**src/pkg/rcs_pkg.sv**
```systemverilog
// Constants shared by the reset configuration sequencer files.
`default_nettype none
package rcs_pkg;

    // ------------------------------------------------------------
    // Clock and delay counts
    // ------------------------------------------------------------
    localparam int unsigned INPUT_CLOCK_HZ = 20_000_000;
    localparam int unsigned POR_MIN_HOLD_CYC = 16;
    localparam int unsigned POR_RELEASE_CYC = 1024;
    localparam int unsigned PLL_LOCK_REF_CYC = 6400;
    localparam int unsigned HARD_RELEASE_CYC = 512;
    localparam int unsigned SOFT_RELEASE_CYC = 515;
    localparam int unsigned SOFT_AFTER_HARD_CYC = SOFT_RELEASE_CYC - HARD_RELEASE_CYC;
    localparam int unsigned PLL_REF_DIVIDE = 1;
    localparam int unsigned DLY_W = 16;

    // ------------------------------------------------------------
    // Register map
    // ------------------------------------------------------------
    localparam int unsigned ADDR_W = 8;
    localparam logic [7:0] REG_CFG_WORD = 8'h00;
    localparam logic [7:0] REG_STATUS = 8'h04;
    localparam logic [7:0] REG_ACTIVE_WORD = 8'h08;
    localparam logic [31:0] CFG_DEFAULT_WORD = 32'h0000_0000;

    // Status register fields.
    localparam int unsigned ST_STATE_LSB = 0;
    localparam int unsigned ST_HAVE_BIT = 3;
    localparam int unsigned ST_VALID_BIT = 4;
    localparam int unsigned ST_DEFAULT_BIT = 5;
    localparam int unsigned ST_LOCK_BIT = 6;
    localparam int unsigned ST_HARD_PIN_BIT = 7;
    localparam int unsigned ST_SOFT_PIN_BIT = 8;
    localparam int unsigned ST_STRAP_LSB = 16;
    localparam int unsigned STRAP_W = 14;

    // ------------------------------------------------------------
    // Sequencer states
    // ------------------------------------------------------------
    typedef enum logic [2:0] {
        RCS_EXT_POR = 3'b000,
        RCS_POR_WAIT = 3'b001,
        RCS_PLL_WAIT = 3'b010,
        RCS_HARD_WAIT = 3'b011,
        RCS_SOFT_WAIT = 3'b100,
        RCS_RUN = 3'b101
    } rcs_state_e;

endpackage : rcs_pkg
`default_nettype wire

```
**src/hw/rcs_delay_counter.sv**
```systemverilog
// Loadable down counter that signals when a delay has elapsed.
`timescale 1ns/1ns
`default_nettype none
module rcs_delay_counter #(
    parameter int unsigned W = 16
) (
    // Clock and reset
    input wire logic mclk_i,
    input wire logic rst_i,
    // Control
    input wire logic start_i,
    input wire logic tick_i,
    input wire logic [W-1:0] len_i,
    // Result
    output logic done_o
);

    logic [W-1:0] cnt_q;
    logic [W-1:0] cnt_d;
    logic busy_q;
    logic busy_d;

    // done_o rises in the cycle of the last counted tick.
    assign done_o = busy_q && tick_i && (cnt_q == W'(1));

    always_comb begin
        cnt_d = cnt_q;
        busy_d = busy_q;
        if (start_i) begin
            cnt_d = len_i;
            busy_d = 1'b1;
        end else if (busy_q && tick_i) begin
            cnt_d = cnt_q - W'(1);
            if (cnt_q == W'(1)) begin
                busy_d = 1'b0;
            end
        end
    end

    always_ff @(posedge mclk_i) begin
        if (rst_i) begin
            cnt_q <= '0;
            busy_q <= 1'b0;
        end else begin
            cnt_q <= cnt_d;
            busy_q <= busy_d;
        end
    end

endmodule : rcs_delay_counter
`default_nettype wire

```
**src/hw/rcs_strap_capture.sv**
```systemverilog
// Holds the strap levels sampled when power-on reset is released.
`timescale 1ns/1ns
`default_nettype none
module rcs_strap_capture (
    // Clock and reset
    input wire logic mclk_i,
    input wire logic rst_i,
    // Capture strobe
    input wire logic capture_i,
    // Strap levels
    input wire logic [rcs_pkg::STRAP_W-1:0] strap_i,
    // Held straps
    output logic [rcs_pkg::STRAP_W-1:0] strap_o
);
    import rcs_pkg::*;

    logic [STRAP_W-1:0] strap_q;
    logic [STRAP_W-1:0] strap_d;

    assign strap_o = strap_q;

    // Only the release of power-on reset loads new values; rst_i clears them to zero.
    always_comb begin
        strap_d = strap_q;
        if (capture_i) begin
            strap_d = strap_i;
        end
    end

    always_ff @(posedge mclk_i) begin
        if (rst_i) begin
            strap_q <= '0;
        end else begin
            strap_q <= strap_d;
        end
    end

endmodule : rcs_strap_capture
`default_nettype wire

```
**src/hw/rcs_reset_config_sequencer.sv**
```systemverilog
// Power-on reset sequencer with strap capture and reset configuration word.
//
// Our own choices: the register offsets and the strobed register port.
`timescale 1ns/1ns
`default_nettype none
// How it works
// Config word via slave port or system bus.
// Straps choose system bus master or slave.
// Slave mode without word uses default word.
// Capture fourteen straps on power-on release.
// Partner holds power-on reset sixteen cycles.
// Internal power-on release 1024 cycles later.
// PLL locks after 6400 reference cycles.
// Hard reset released 512 cycles after lock.
// Soft reset released 515 cycles after lock.
// Soft reset held whenever hard reset held.
// Slave port word accepted only in power-on.
// Power-on settings kept through other resets.
// Counters advance through fixed release order.
module rcs_reset_config_sequencer #(
    parameter int unsigned PLL_LOCK_CYCLES = rcs_pkg::PLL_LOCK_REF_CYC,
    parameter int unsigned REF_DIVIDE = rcs_pkg::PLL_REF_DIVIDE
) (
    // Clock and reset
    input wire logic mclk_i,
    input wire logic rst_i,
    // External power-on reset
    input wire logic power_on_reset_n_i,
    // Straps
    input wire logic reset_config_select_i,
    input wire logic config_source_select_i,
    input wire logic slave_port_sync_select_i,
    input wire logic slave_port_wide_select_i,
    input wire logic [3:0] device_select_id_i,
    input wire logic [2:0] boot_mode_sel_i,
    input wire logic watchdog_enable_strap_i,
    input wire logic [1:0] clock_mode_strap_i,
    // Direct slave port register access
    input wire logic [rcs_pkg::ADDR_W-1:0] reg_addr_i,
    input wire logic [31:0] reg_wdata_i,
    input wire logic reg_wr_i,
    input wire logic reg_rd_i,
    output logic [31:0] reg_rdata_o,
    // System bus configuration transfer
    input wire logic sysbus_cfg_valid_i,
    input wire logic [31:0] sysbus_cfg_word_i,
    output logic sysbus_cfg_req_o,
    // Reset outputs
    output logic int_por_n_o,
    output logic pll_lock_o,
    input wire logic hard_reset_n_i,
    output logic hard_reset_n_o,
    output logic hard_reset_oe_o,
    input wire logic soft_reset_n_i,
    output logic soft_reset_n_o,
    output logic soft_reset_oe_o,
    // Applied configuration
    output logic [31:0] cfg_word_o,
    output logic cfg_word_valid_o
);
    import rcs_pkg::*;

    // ------------------------------------------------------------
    // Strap capture
    // ------------------------------------------------------------
    logic por_n_q;
    logic por_release;
    logic [STRAP_W-1:0] strap_in;
    logic [STRAP_W-1:0] strap_held;
    logic cfg_sysbus_sel;
    logic cfg_master_sel;

    assign por_release = power_on_reset_n_i && !por_n_q;
    assign strap_in = {reset_config_select_i, config_source_select_i, slave_port_sync_select_i,
                       slave_port_wide_select_i, device_select_id_i, boot_mode_sel_i,
                       watchdog_enable_strap_i, clock_mode_strap_i};
    assign cfg_sysbus_sel = strap_held[STRAP_W-1];
    assign cfg_master_sel = strap_held[STRAP_W-2];

    // capture at release
    // held across resets
    rcs_strap_capture u_straps (
        .mclk_i(mclk_i),
        .rst_i(rst_i),
        .capture_i(por_release),
        .strap_i(strap_in),
        .strap_o(strap_held)
    );

    // ------------------------------------------------------------
    // Reference tick divider
    // ------------------------------------------------------------
    logic [DLY_W-1:0] div_q;
    logic [DLY_W-1:0] div_d;
    logic ref_tick;

    // The PLL reference runs at the input clock divided by REF_DIVIDE.
    assign ref_tick = (div_q == DLY_W'(REF_DIVIDE - 1));

    always_comb begin
        div_d = ref_tick ? '0 : div_q + DLY_W'(1);
    end

    always_ff @(posedge mclk_i) begin
        if (rst_i || !power_on_reset_n_i) begin
            div_q <= '0;
        end else begin
            div_q <= div_d;
        end
    end

    // ------------------------------------------------------------
    // Sequencer
    // ------------------------------------------------------------
    rcs_state_e state_q;
    rcs_state_e state_d;
    logic dly_start;
    logic dly_tick;
    logic dly_done;
    logic [DLY_W-1:0] dly_len;

    // One counter serves every delay, since the delays never overlap.
    always_comb begin
        state_d = state_q;
        dly_start = 1'b0;
        dly_tick = 1'b1;
        dly_len = DLY_W'(POR_RELEASE_CYC);
        // strict order
        case (state_q)
            RCS_EXT_POR: begin
                // start release delay
                if (por_release) begin
                    dly_start = 1'b1;
                    state_d = RCS_POR_WAIT;
                end
            end
            RCS_POR_WAIT: begin
                if (dly_done) begin
                    dly_start = 1'b1;
                    dly_len = DLY_W'(PLL_LOCK_CYCLES);
                    state_d = RCS_PLL_WAIT;
                end
            end
            RCS_PLL_WAIT: begin
                // counts reference ticks
                dly_tick = ref_tick;
                if (dly_done) begin
                    dly_start = 1'b1;
                    dly_len = DLY_W'(HARD_RELEASE_CYC);
                    state_d = RCS_HARD_WAIT;
                end
            end
            RCS_HARD_WAIT: begin
                // hard release count
                if (dly_done) begin
                    dly_start = 1'b1;
                    dly_len = DLY_W'(SOFT_AFTER_HARD_CYC);
                    state_d = RCS_SOFT_WAIT;
                end
            end
            RCS_SOFT_WAIT: begin
                // three more cycles
                if (dly_done) begin
                    state_d = RCS_RUN;
                end
            end
            default: begin
                state_d = RCS_RUN;
            end
        endcase
        // partner hold; any assertion restarts
        if (!power_on_reset_n_i) begin
            state_d = RCS_EXT_POR;
        end
    end

    always_ff @(posedge mclk_i) begin
        if (rst_i) begin
            state_q <= RCS_EXT_POR;
            por_n_q <= 1'b1;
        end else begin
            state_q <= state_d;
            por_n_q <= power_on_reset_n_i;
        end
    end

    rcs_delay_counter #(
        .W(DLY_W)
    ) u_delay (
        .mclk_i(mclk_i),
        .rst_i(rst_i || !power_on_reset_n_i),
        .start_i(dly_start),
        .tick_i(dly_tick),
        .len_i(dly_len),
        .done_o(dly_done)
    );

    // ------------------------------------------------------------
    // Configuration word
    // ------------------------------------------------------------
    logic in_int_por;
    logic port_wr_ok;
    logic bus_wr_ok;
    logic [31:0] cfg_word_q;
    logic [31:0] cfg_word_d;
    logic cfg_have_q;
    logic cfg_have_d;
    logic cfg_valid_q;
    logic cfg_valid_d;
    logic cfg_dflt_q;
    logic cfg_dflt_d;
    logic [31:0] active_q;
    logic [31:0] active_d;
    logic lock_event;

    assign in_int_por = (state_q == RCS_EXT_POR) || (state_q == RCS_POR_WAIT);
    assign lock_event = (state_q == RCS_PLL_WAIT) && dly_done;
    // slave port only in power-on
    assign port_wr_ok = reg_wr_i && (reg_addr_i == REG_CFG_WORD) && in_int_por;
    // system bus path
    assign bus_wr_ok = sysbus_cfg_valid_i && cfg_sysbus_sel
                       && ((state_q == RCS_POR_WAIT) || (state_q == RCS_PLL_WAIT));

    always_comb begin
        cfg_word_d = cfg_word_q;
        cfg_have_d = cfg_have_q;
        cfg_valid_d = cfg_valid_q;
        cfg_dflt_d = cfg_dflt_q;
        active_d = active_q;
        // A word written while power-on reset is still low survives its release only if written in its last low cycle.
        if (!power_on_reset_n_i) begin
            cfg_have_d = 1'b0;
            cfg_valid_d = 1'b0;
        end
        // either path loads word
        if (port_wr_ok) begin
            cfg_word_d = reg_wdata_i;
            cfg_have_d = 1'b1;
        end else if (bus_wr_ok) begin
            cfg_word_d = sysbus_cfg_word_i;
            cfg_have_d = 1'b1;
        end
        if (lock_event) begin
            cfg_valid_d = 1'b1;
            // default when none written
            if (cfg_have_q) begin
                active_d = cfg_word_q;
                cfg_dflt_d = 1'b0;
            end else begin
                active_d = CFG_DEFAULT_WORD;
                cfg_dflt_d = 1'b1;
            end
        end
    end

    always_ff @(posedge mclk_i) begin
        if (rst_i) begin
            cfg_word_q <= 32'h0000_0000;
            cfg_have_q <= 1'b0;
            cfg_valid_q <= 1'b0;
            cfg_dflt_q <= 1'b0;
            active_q <= 32'h0000_0000;
        end else begin
            cfg_word_q <= cfg_word_d;
            cfg_have_q <= cfg_have_d;
            cfg_valid_q <= cfg_valid_d;
            cfg_dflt_q <= cfg_dflt_d;
            active_q <= active_d;
        end
    end

    // ------------------------------------------------------------
    // Registered outputs
    // ------------------------------------------------------------
    logic int_por_n_d;
    logic pll_lock_d;
    logic hard_n_d;
    logic soft_n_d;
    logic req_d;
    logic [31:0] rdata_d;
    logic [31:0] status;

    always_comb begin
        status = 32'h0000_0000;
        status[ST_STATE_LSB +: 3] = state_q;
        status[ST_HAVE_BIT] = cfg_have_q;
        status[ST_VALID_BIT] = cfg_valid_q;
        status[ST_DEFAULT_BIT] = cfg_dflt_q;
        status[ST_LOCK_BIT] = pll_lock_o;
        status[ST_HARD_PIN_BIT] = hard_reset_n_i;
        status[ST_SOFT_PIN_BIT] = soft_reset_n_i;
        status[ST_STRAP_LSB +: STRAP_W] = strap_held;
    end

    always_comb begin
        int_por_n_d = (state_d != RCS_EXT_POR) && (state_d != RCS_POR_WAIT);
        pll_lock_d = (state_d == RCS_HARD_WAIT) || (state_d == RCS_SOFT_WAIT) || (state_d == RCS_RUN);
        hard_n_d = (state_d == RCS_SOFT_WAIT) || (state_d == RCS_RUN);
        // soft follows hard
        soft_n_d = (state_d == RCS_RUN);
        // master fetches its word
        req_d = cfg_sysbus_sel && cfg_master_sel && !cfg_have_d
                && ((state_d == RCS_POR_WAIT) || (state_d == RCS_PLL_WAIT));
        rdata_d = 32'h0000_0000;
        if (reg_rd_i) begin
            if (reg_addr_i == REG_CFG_WORD) begin
                rdata_d = cfg_word_q;
            end else if (reg_addr_i == REG_STATUS) begin
                rdata_d = status;
            end else if (reg_addr_i == REG_ACTIVE_WORD) begin
                rdata_d = active_q;
            end
        end
    end

    always_ff @(posedge mclk_i) begin
        if (rst_i) begin
            int_por_n_o <= 1'b0;
            pll_lock_o <= 1'b0;
            hard_reset_n_o <= 1'b0;
            hard_reset_oe_o <= 1'b1;
            soft_reset_n_o <= 1'b0;
            soft_reset_oe_o <= 1'b1;
            sysbus_cfg_req_o <= 1'b0;
            reg_rdata_o <= 32'h0000_0000;
            cfg_word_o <= 32'h0000_0000;
            cfg_word_valid_o <= 1'b0;
        end else begin
            int_por_n_o <= int_por_n_d;
            pll_lock_o <= pll_lock_d;
            hard_reset_n_o <= 1'b0;
            hard_reset_oe_o <= !hard_n_d;
            soft_reset_n_o <= 1'b0;
            soft_reset_oe_o <= !soft_n_d;
            sysbus_cfg_req_o <= req_d;
            reg_rdata_o <= rdata_d;
            cfg_word_o <= active_d;
            cfg_word_valid_o <= cfg_valid_d;
        end
    end

endmodule : rcs_reset_config_sequencer
`default_nettype wire

```
**config.mk**
```make
export PLATFORM = sky130hd
export DESIGN_NAME = rcs_reset_config_sequencer
export DESIGN_NICKNAME = d
export VERILOG_FILES = /design/src/pkg/rcs_pkg.sv /design/src/hw/rcs_delay_counter.sv /design/src/hw/rcs_strap_capture.sv /design/src/hw/rcs_reset_config_sequencer.sv
export SDC_FILE = /design/constraint.sdc
export NUM_CORES = 1
export LEC_CHECK = 0
export ABC_AREA = 0
export BUFFER_PORTS_ARGS = -buffer_cell sky130_fd_sc_hd__buf_4
export CAP_MARGIN = 20
export CORE_ASPECT_RATIO = 0.75
export CORE_MARGIN = 2
export CORE_UTILIZATION = 57
export CTS_CLUSTER_SIZE = 8
export DETAILED_ROUTE_END_ITERATION = 10
export PLACE_DENSITY = 0.91
export SKIP_CTS_REPAIR_TIMING = 1
export SYNTH_ARGS = -nofsm -noshare
export SYNTH_HDL_FRONTEND = slang
export SYNTH_HIERARCHICAL = 1
export SYNTH_SLANG_ARGS = --single-unit
```
**constraint.sdc**
```tcl
create_clock -name mclk_i -period 6.9 [get_ports mclk_i]
set_input_delay 0.345 -clock mclk_i [delete_from_list [all_inputs] [get_ports mclk_i]]
set_output_delay 0.345 -clock mclk_i [all_outputs]
set_load 0.01 [all_outputs]
```
# --- Word-level counts from Yosys, hierarchy flattened ---
# Cells that the tools add are included.
op_classes:
  bitwise: 1
  n_reduce_logical: 35
  n_eq_ne: 14
  muxes: 32
  n_addsub: 2
ops:
  columns: ["operator", "count"]
  rows:
  - ["two-way mux 32 bit", 6]
  - ["one-hot mux 13 bit (3 select lines)", 1]
  - ["two-way mux 16 bit", 2]
  - ["two-way mux 11 bit", 2]
  - ["two-way mux 3 bit", 6]
  - ["adder 16 x 1 -> 16 bit, second input constant", 1]
  - ["equality test 16 x 1 -> 1 bit, second input constant", 1]
  - ["zero test 16 bit", 1]
  - ["subtractor 16 x 1 -> 16 bit, second input constant", 1]
  - ["one-hot mux 3 bit (5 select lines)", 1]
  - ["two-way mux 13 bit", 1]
  - ["equality test 3 x 2 -> 1 bit, second input constant", 4]
  - ["logical AND 1 bit", 12]
  - ["two-way mux 1 bit", 12]
  - ["equality test 3 bit, second input constant", 3]
  - ["equality test 8 x 3 -> 1 bit, second input constant", 1]
  - ["equality test 8 x 4 -> 1 bit, second input constant", 1]
  - ["zero test 8 bit", 1]
  - ["logical OR 1 bit", 7]
  - ["equality test 3 x 1 -> 1 bit, second input constant", 2]
  - ["nonzero test 2 bit", 3]
  - ["zero test 1 bit", 5]
  - ["OR reduction 2 bit", 2]
  - ["zero test 3 bit", 1]
  - ["other kinds (7)", 7]
totals:
  out_inout_bits: 72
  word_cells: 101
  reg_bits: 155
  in_bits: 94

# --- Logic depth before layout (Yosys ltp) ---
logic_depth:
  ltp_word: 10
  mapped_depth: 17
  depth_no_buf: 13

# --- Modules after synthesis ---
# Netlist, hierarchy kept.
by_module_without_submodules:
  columns: ["module", "seq_area_each_um2", "area_each_um2", "cells_each", "n_inst"]
  rows:
  - ["rcs_reset_config_sequencer", 2482.4, 5233.8, 629, 1]
  - ["rcs_delay_counter", 340.3, 914.6, 112, 1]
  - ["rcs_strap_capture", 280.3, 508.0, 45, 1]

# --- Worst setup path after synthesis ---
# OpenSTA, ideal clock, no wires.
synth_path:
  path_kind: "flip-flop to flip-flop"
  from: "register div_q[0]"
  to: "register u_delay.cnt_q[12]"
  slack_ns: 3.650
  path_buffers: 4
  arrival_ns: 3.117
  t_required_ns: 6.767
  stages_incl_launch_ff: 18
  setup_time_ns: 0.133
  cell_sequence: "dfxtp_1 inv_1 ha_1 nor4b_1 nand4_1 nand2_1 and3b_1 clkbuf_1 nand4b_1 nor2_1 clkbuf_1 or3b_2 o21ai_0 clkbuf_1 inv_2 clkbuf_1 o21bai_1 a21oi_1"
synth_between:
  elab_chain_cells: 7
  word_cells_on_any_way: 10
  cone_classes: "mux: 6; reduce/logical: 4"
synth_lines:
  columns: ["item", "line", "text"]
  rows:
  - ["start: declaration", "rcs_reset_config_sequencer.sv:93", "logic [DLY_W-1:0] div_q;"]
  - ["start signal: assignment", "rcs_reset_config_sequencer.sv:108", "div_q <= div_d;"]
  - ["zero test 16 bit *", "rcs_reset_config_sequencer.sv:98", "assign ref_tick = (div_q == DLY_W'(REF_DIVIDE - 1));"]
  - ["two-way mux 1 bit *", "rcs_reset_config_sequencer.sv:129", "case (state_q)"]
  - ["named net dly_tick", "rcs_reset_config_sequencer.sv:118", "logic dly_tick;"]
  - ["logical AND 1 bit * (2 in series)", "rcs_delay_counter.sv:24", "assign done_o = busy_q && tick_i && (cnt_q == W'(1));"]
  - ["named net dly_done", "rcs_reset_config_sequencer.sv:119", "logic dly_done;"]
  - ["two-way mux 1 bit *", "rcs_reset_config_sequencer.sv:138, rcs_reset_config_sequencer.sv:147, rcs_reset_config_sequencer.sv:155", null]
  - ["one-hot mux 1 bit (2 select lines) *", "rcs_reset_config_sequencer.sv:129", null]
  - ["named net dly_start", "rcs_reset_config_sequencer.sv:117", "logic dly_start;"]
  - ["two-way mux 16 bit or nonzero test 2 bit (tied branches)", null, null]
  - ["end signal: assignment", "rcs_delay_counter.sv:45", "cnt_q <= cnt_d;"]
  - ["end: declaration", "rcs_delay_counter.sv:18", "logic [W-1:0] cnt_q;"]
# Mark *: on every way through the listed nets, which the timed path passes. The rest lies on a longest branch.
# A chain may end at the register's enable or synchronous reset.

# --- Worst setup path in the final report ---
layout_path:
  from: "register div_q[0]"
  to: "register u_delay.cnt_q[14]"
# The elaborated chain is that of the path after synthesis.

==> results by group <==
Final layout
  • Finished Cell Area: ~8400 sq um
  • Nets@finish: 1018
  • Share of layout cells above drive strength 1: 22.8%
  • Ant diodes: 0
  • Fill count: between 800 and 900
  • Util after Layout: 73.3%
  • Layout Area Growth over Synthesis: 26.5%
  • Commonest non-fill, non-tap cell in the layout: buf_4
  • Most frequent cells in the layout: buf_4, dfxtp_1, nand2_1, nor2_1, a21oi_1

Routing
  • WL final: between 15 and 20 mm
  • # DRC: 0
  • Via-to-Cell Ratio: 5.87
  • DRT Pass-1 Iters: 6
  • DR iter-0 viols: ~560
  • Wire per inst: between 15 and 20 um
  • Post-DRT Antenna Nets: 0
  • Via count: between 6000 and 7000

Yosys
  • Area leader, netlist: dfxtp_1
  • Ys async rst share: 0%
  • Synthesized instance count: 786
  • Post-synthesis cell type count: between 50 and 60
  • Top cells by area, synth: dfxtp_1, nand2_1, nor2_1
  • Post-synthesis sequential area ratio: between 40% and 50%
  • Cell area after synthesis: 6660 sq um
  • Prevailing post-synth register cell: dfxtp_1
  • Yosys warning total: 6
  • Post-synth top area share: 46.6%
  • Seq cells post-synth: ~160
  • Syn_area_per_cell: 8.47 sq um
  • EDFF count, synth: 0

GRT
  • Initial antenna violation count: 0
  • Vias in the first global route: between 5000 and 6000
  • First-pass GRT wire length: 28.6 mm
  • Overflow after GRT: 0
  • Gr usage total: 28.8%
  • Largest net degree at the start of global routing: 83

Worst setup path
  • Critical path buffers and inverters: 2
  • Slowest cell delay on critical path: 0.50 ns
  • Crit path kind: register to register
  • Critical-path cell list: inv_1 > ha_1 > nor4b_1 > nand4_1 > nand2_1 > and3b_1 > nand4b_1 > nor2_1 > or3b_2 > o21ai_0 > inv_2 > a211oi_1
  • WP data required: 7.21 ns
  • Crit-path max FO: 28
  • CP startpoint kind: register
  • CP top delay family: simple AND/OR/NAND/NOR gates
  • Critical path data arrival time: 4.09 ns
  • Critical path's slowest cell: or3b_2
  • R2R setup slack: slightly above 3 ns
  • Critical Path End Type: register

Floorplan
  • Row Count: 34
  • Initial Utilization: about 58%
  • Die H: ~100 um
  • Die width: roughly 130 um
  • I/O Pins: roughly 170
  • Die area: between 10000 and 15000 sq um
  • Core area: 11500 sq um

STA
  • Max_slew headroom: 25.4%
  • Tmin final: between 3 and 4 ns
  • Max Fclk: between 200 and 300 MHz
  • Slew Limit Fails: 0
  • Setup TNS: 0 ns
  • RSZ-0062 raised after global routing: no
  • Worst Max-Slew Pin Slew: 1.11 ns
  • # setup viols final: 0
  • Skew final: 0.00897 ns
  • Hold Vio Cnt, Final: 0
  • Final Cycle Share: a little over half

Placed design
  • Placer Congestion: 0.900
  • HPWL Detailed: roughly 12 mm
  • Placed cell areas: 7850 sq um
  • Buffers on Ports: between 150 and 200

Pwr
  • Power per cell area: 226 nW/um^2
  • Leakage power: between 3 and 4 nW
  • Worst VDD drop: ~0.00021 V

Run
  • Max-cap violations: 0

Clocking
  • CTS Sinks: 155
  • TritonCTS buffer count: 17
  • H-Tree Depth: 4
  • CTS clk-pin slew, worst paths: 0.06 ns
  • Clock Latency Late Sink: 0.42 ns
  • CTS root buf: clkbuf_16
  • CTS tree: yes
  • CTS max path bufs: 2

Min path
  • Worst Hold Class: primary input to register

Outcome
  • Outcome: completed
==> cell type report <==
class | instances | area (sq um) | share of cell area, %
clock buffers | 18 | 429 | 5.10
clock inverters | 14 | 138 | 1.63
inverters | 8 | 30.0 | 0.357
multi-input cells | 567 | 3240 | 38.4
flip-flops and latches | 155 | 3100 | 36.8
well taps | 144 | 180 | 2.14
repair buffers | 171 | 1300 | 15.5
==> flip-flops by register name, summed over array words and instances, names as in the netlist <==
register / flops
state_q: 3
por_n_q: 1
cfg_dflt_q: 1
cfg_word_valid_o: 1
int_por_n_o: 1
hard_reset_oe_o: 1
sysbus_cfg_req_o: 1
cfg_have_q: 1
pll_lock_o: 1
u_delay/cnt_q: 16
cfg_word_o: 32
soft_reset_oe_o: 1
cfg_word_q: 32
div_q: 16
reg_rdata_o: 32
u_straps/strap_o: 14
u_delay/busy_q: 1
==> stage by stage <==
stage	cells	hold WS [ns]	worst slack, ns	power [mW]
floorplan	796	0.417	3.65	0.976
global placement	1044	0.455	3.44	1.03
detailed placement	1045	0.465	3.28	1.03
CTS	1077	0.155	3.21	1.91
global route	1077	0.153	2.78	1.96
finish	1077	0.169	3.12	1.90
==> power by group <==
group	internal, mW	switching (mW)
Combinational	0.0544	0.0486
Clock	0.502	0.388
Sequential	0.901	0.00609
==> metal layers <==
layer | global-route usage, % | up-vias | routed length, um
met5 | 0 | - | 0
met4 | 12.0 | 0 | 359
met3 | 6.94 | 30 | 1440
met2 | 46.6 | 327 | 8530
met1 | 36.8 | 2957 | 7960
li1 | - | 3005 | -
==> logic make-up (layout without fill, tap and decap cells) <==
| family | count (synthesis) | after routing | share of synthesized area (%) |
|---|---|---|---|
| adders and majority gates | 4 | 4 | 0.752 |
| AOI/OAI and AO/OA | 129 | 129 | 14.0 |
| other | 1 | 11 | 0.0563 |
| xor gates and xnor gates | 22 | 22 | 2.89 |
| DFF | 155 | 155 | 46.6 |
| muxes | 23 | 23 | 3.46 |
| and+or+nand+nor | 378 | 378 | 26.9 |
| buffers and inverters | 74 | 211 | 5.36 |
==> Yosys cell counts, drive strengths merged, types with 2 or more instances <==
cell type,count
a21oi,43
and4,4
nand3,40
nor4b,2
nor2b,25
or3,4
a2111oi,24
inv,7
nor4,10
or2,2
buf,31
or4,4
nand2,119
nor2,116
ha,4
nand4b,3
nor3b,4
o31ai,3
nand2b,24
and3,4
clkbuf,35
a211oi,8
dfxtp,155
xor2,17
nor3,3
nand4,10
o21ai,6
mux2i,23
xnor2,5
a311oi,38
==> worst min-delay path, stage by stage <==
cell and delay, ns:
buf_4 0.08, mux2i_1 0.05, nor2_1 0.07
==> final timing paths <==
check | start | end | cells past startpoint
min | device_select_id_i[0] | u_straps/strap_o[6]$_SDFFE_PP0P_ | 3
max reg2reg | div_q[0]$_SDFF_PP0_ | u_delay/cnt_q[14]$_SDFFE_PP0P_ | 12
min reg2reg | cfg_word_o[10]$_SDFFE_PP0P_ | cfg_word_o[10]$_SDFFE_PP0P_ | 2
max | div_q[0]$_SDFF_PP0_ | u_delay/cnt_q[14]$_SDFFE_PP0P_ | 12
Note: power is estimated with default switching activity, not from simulation.
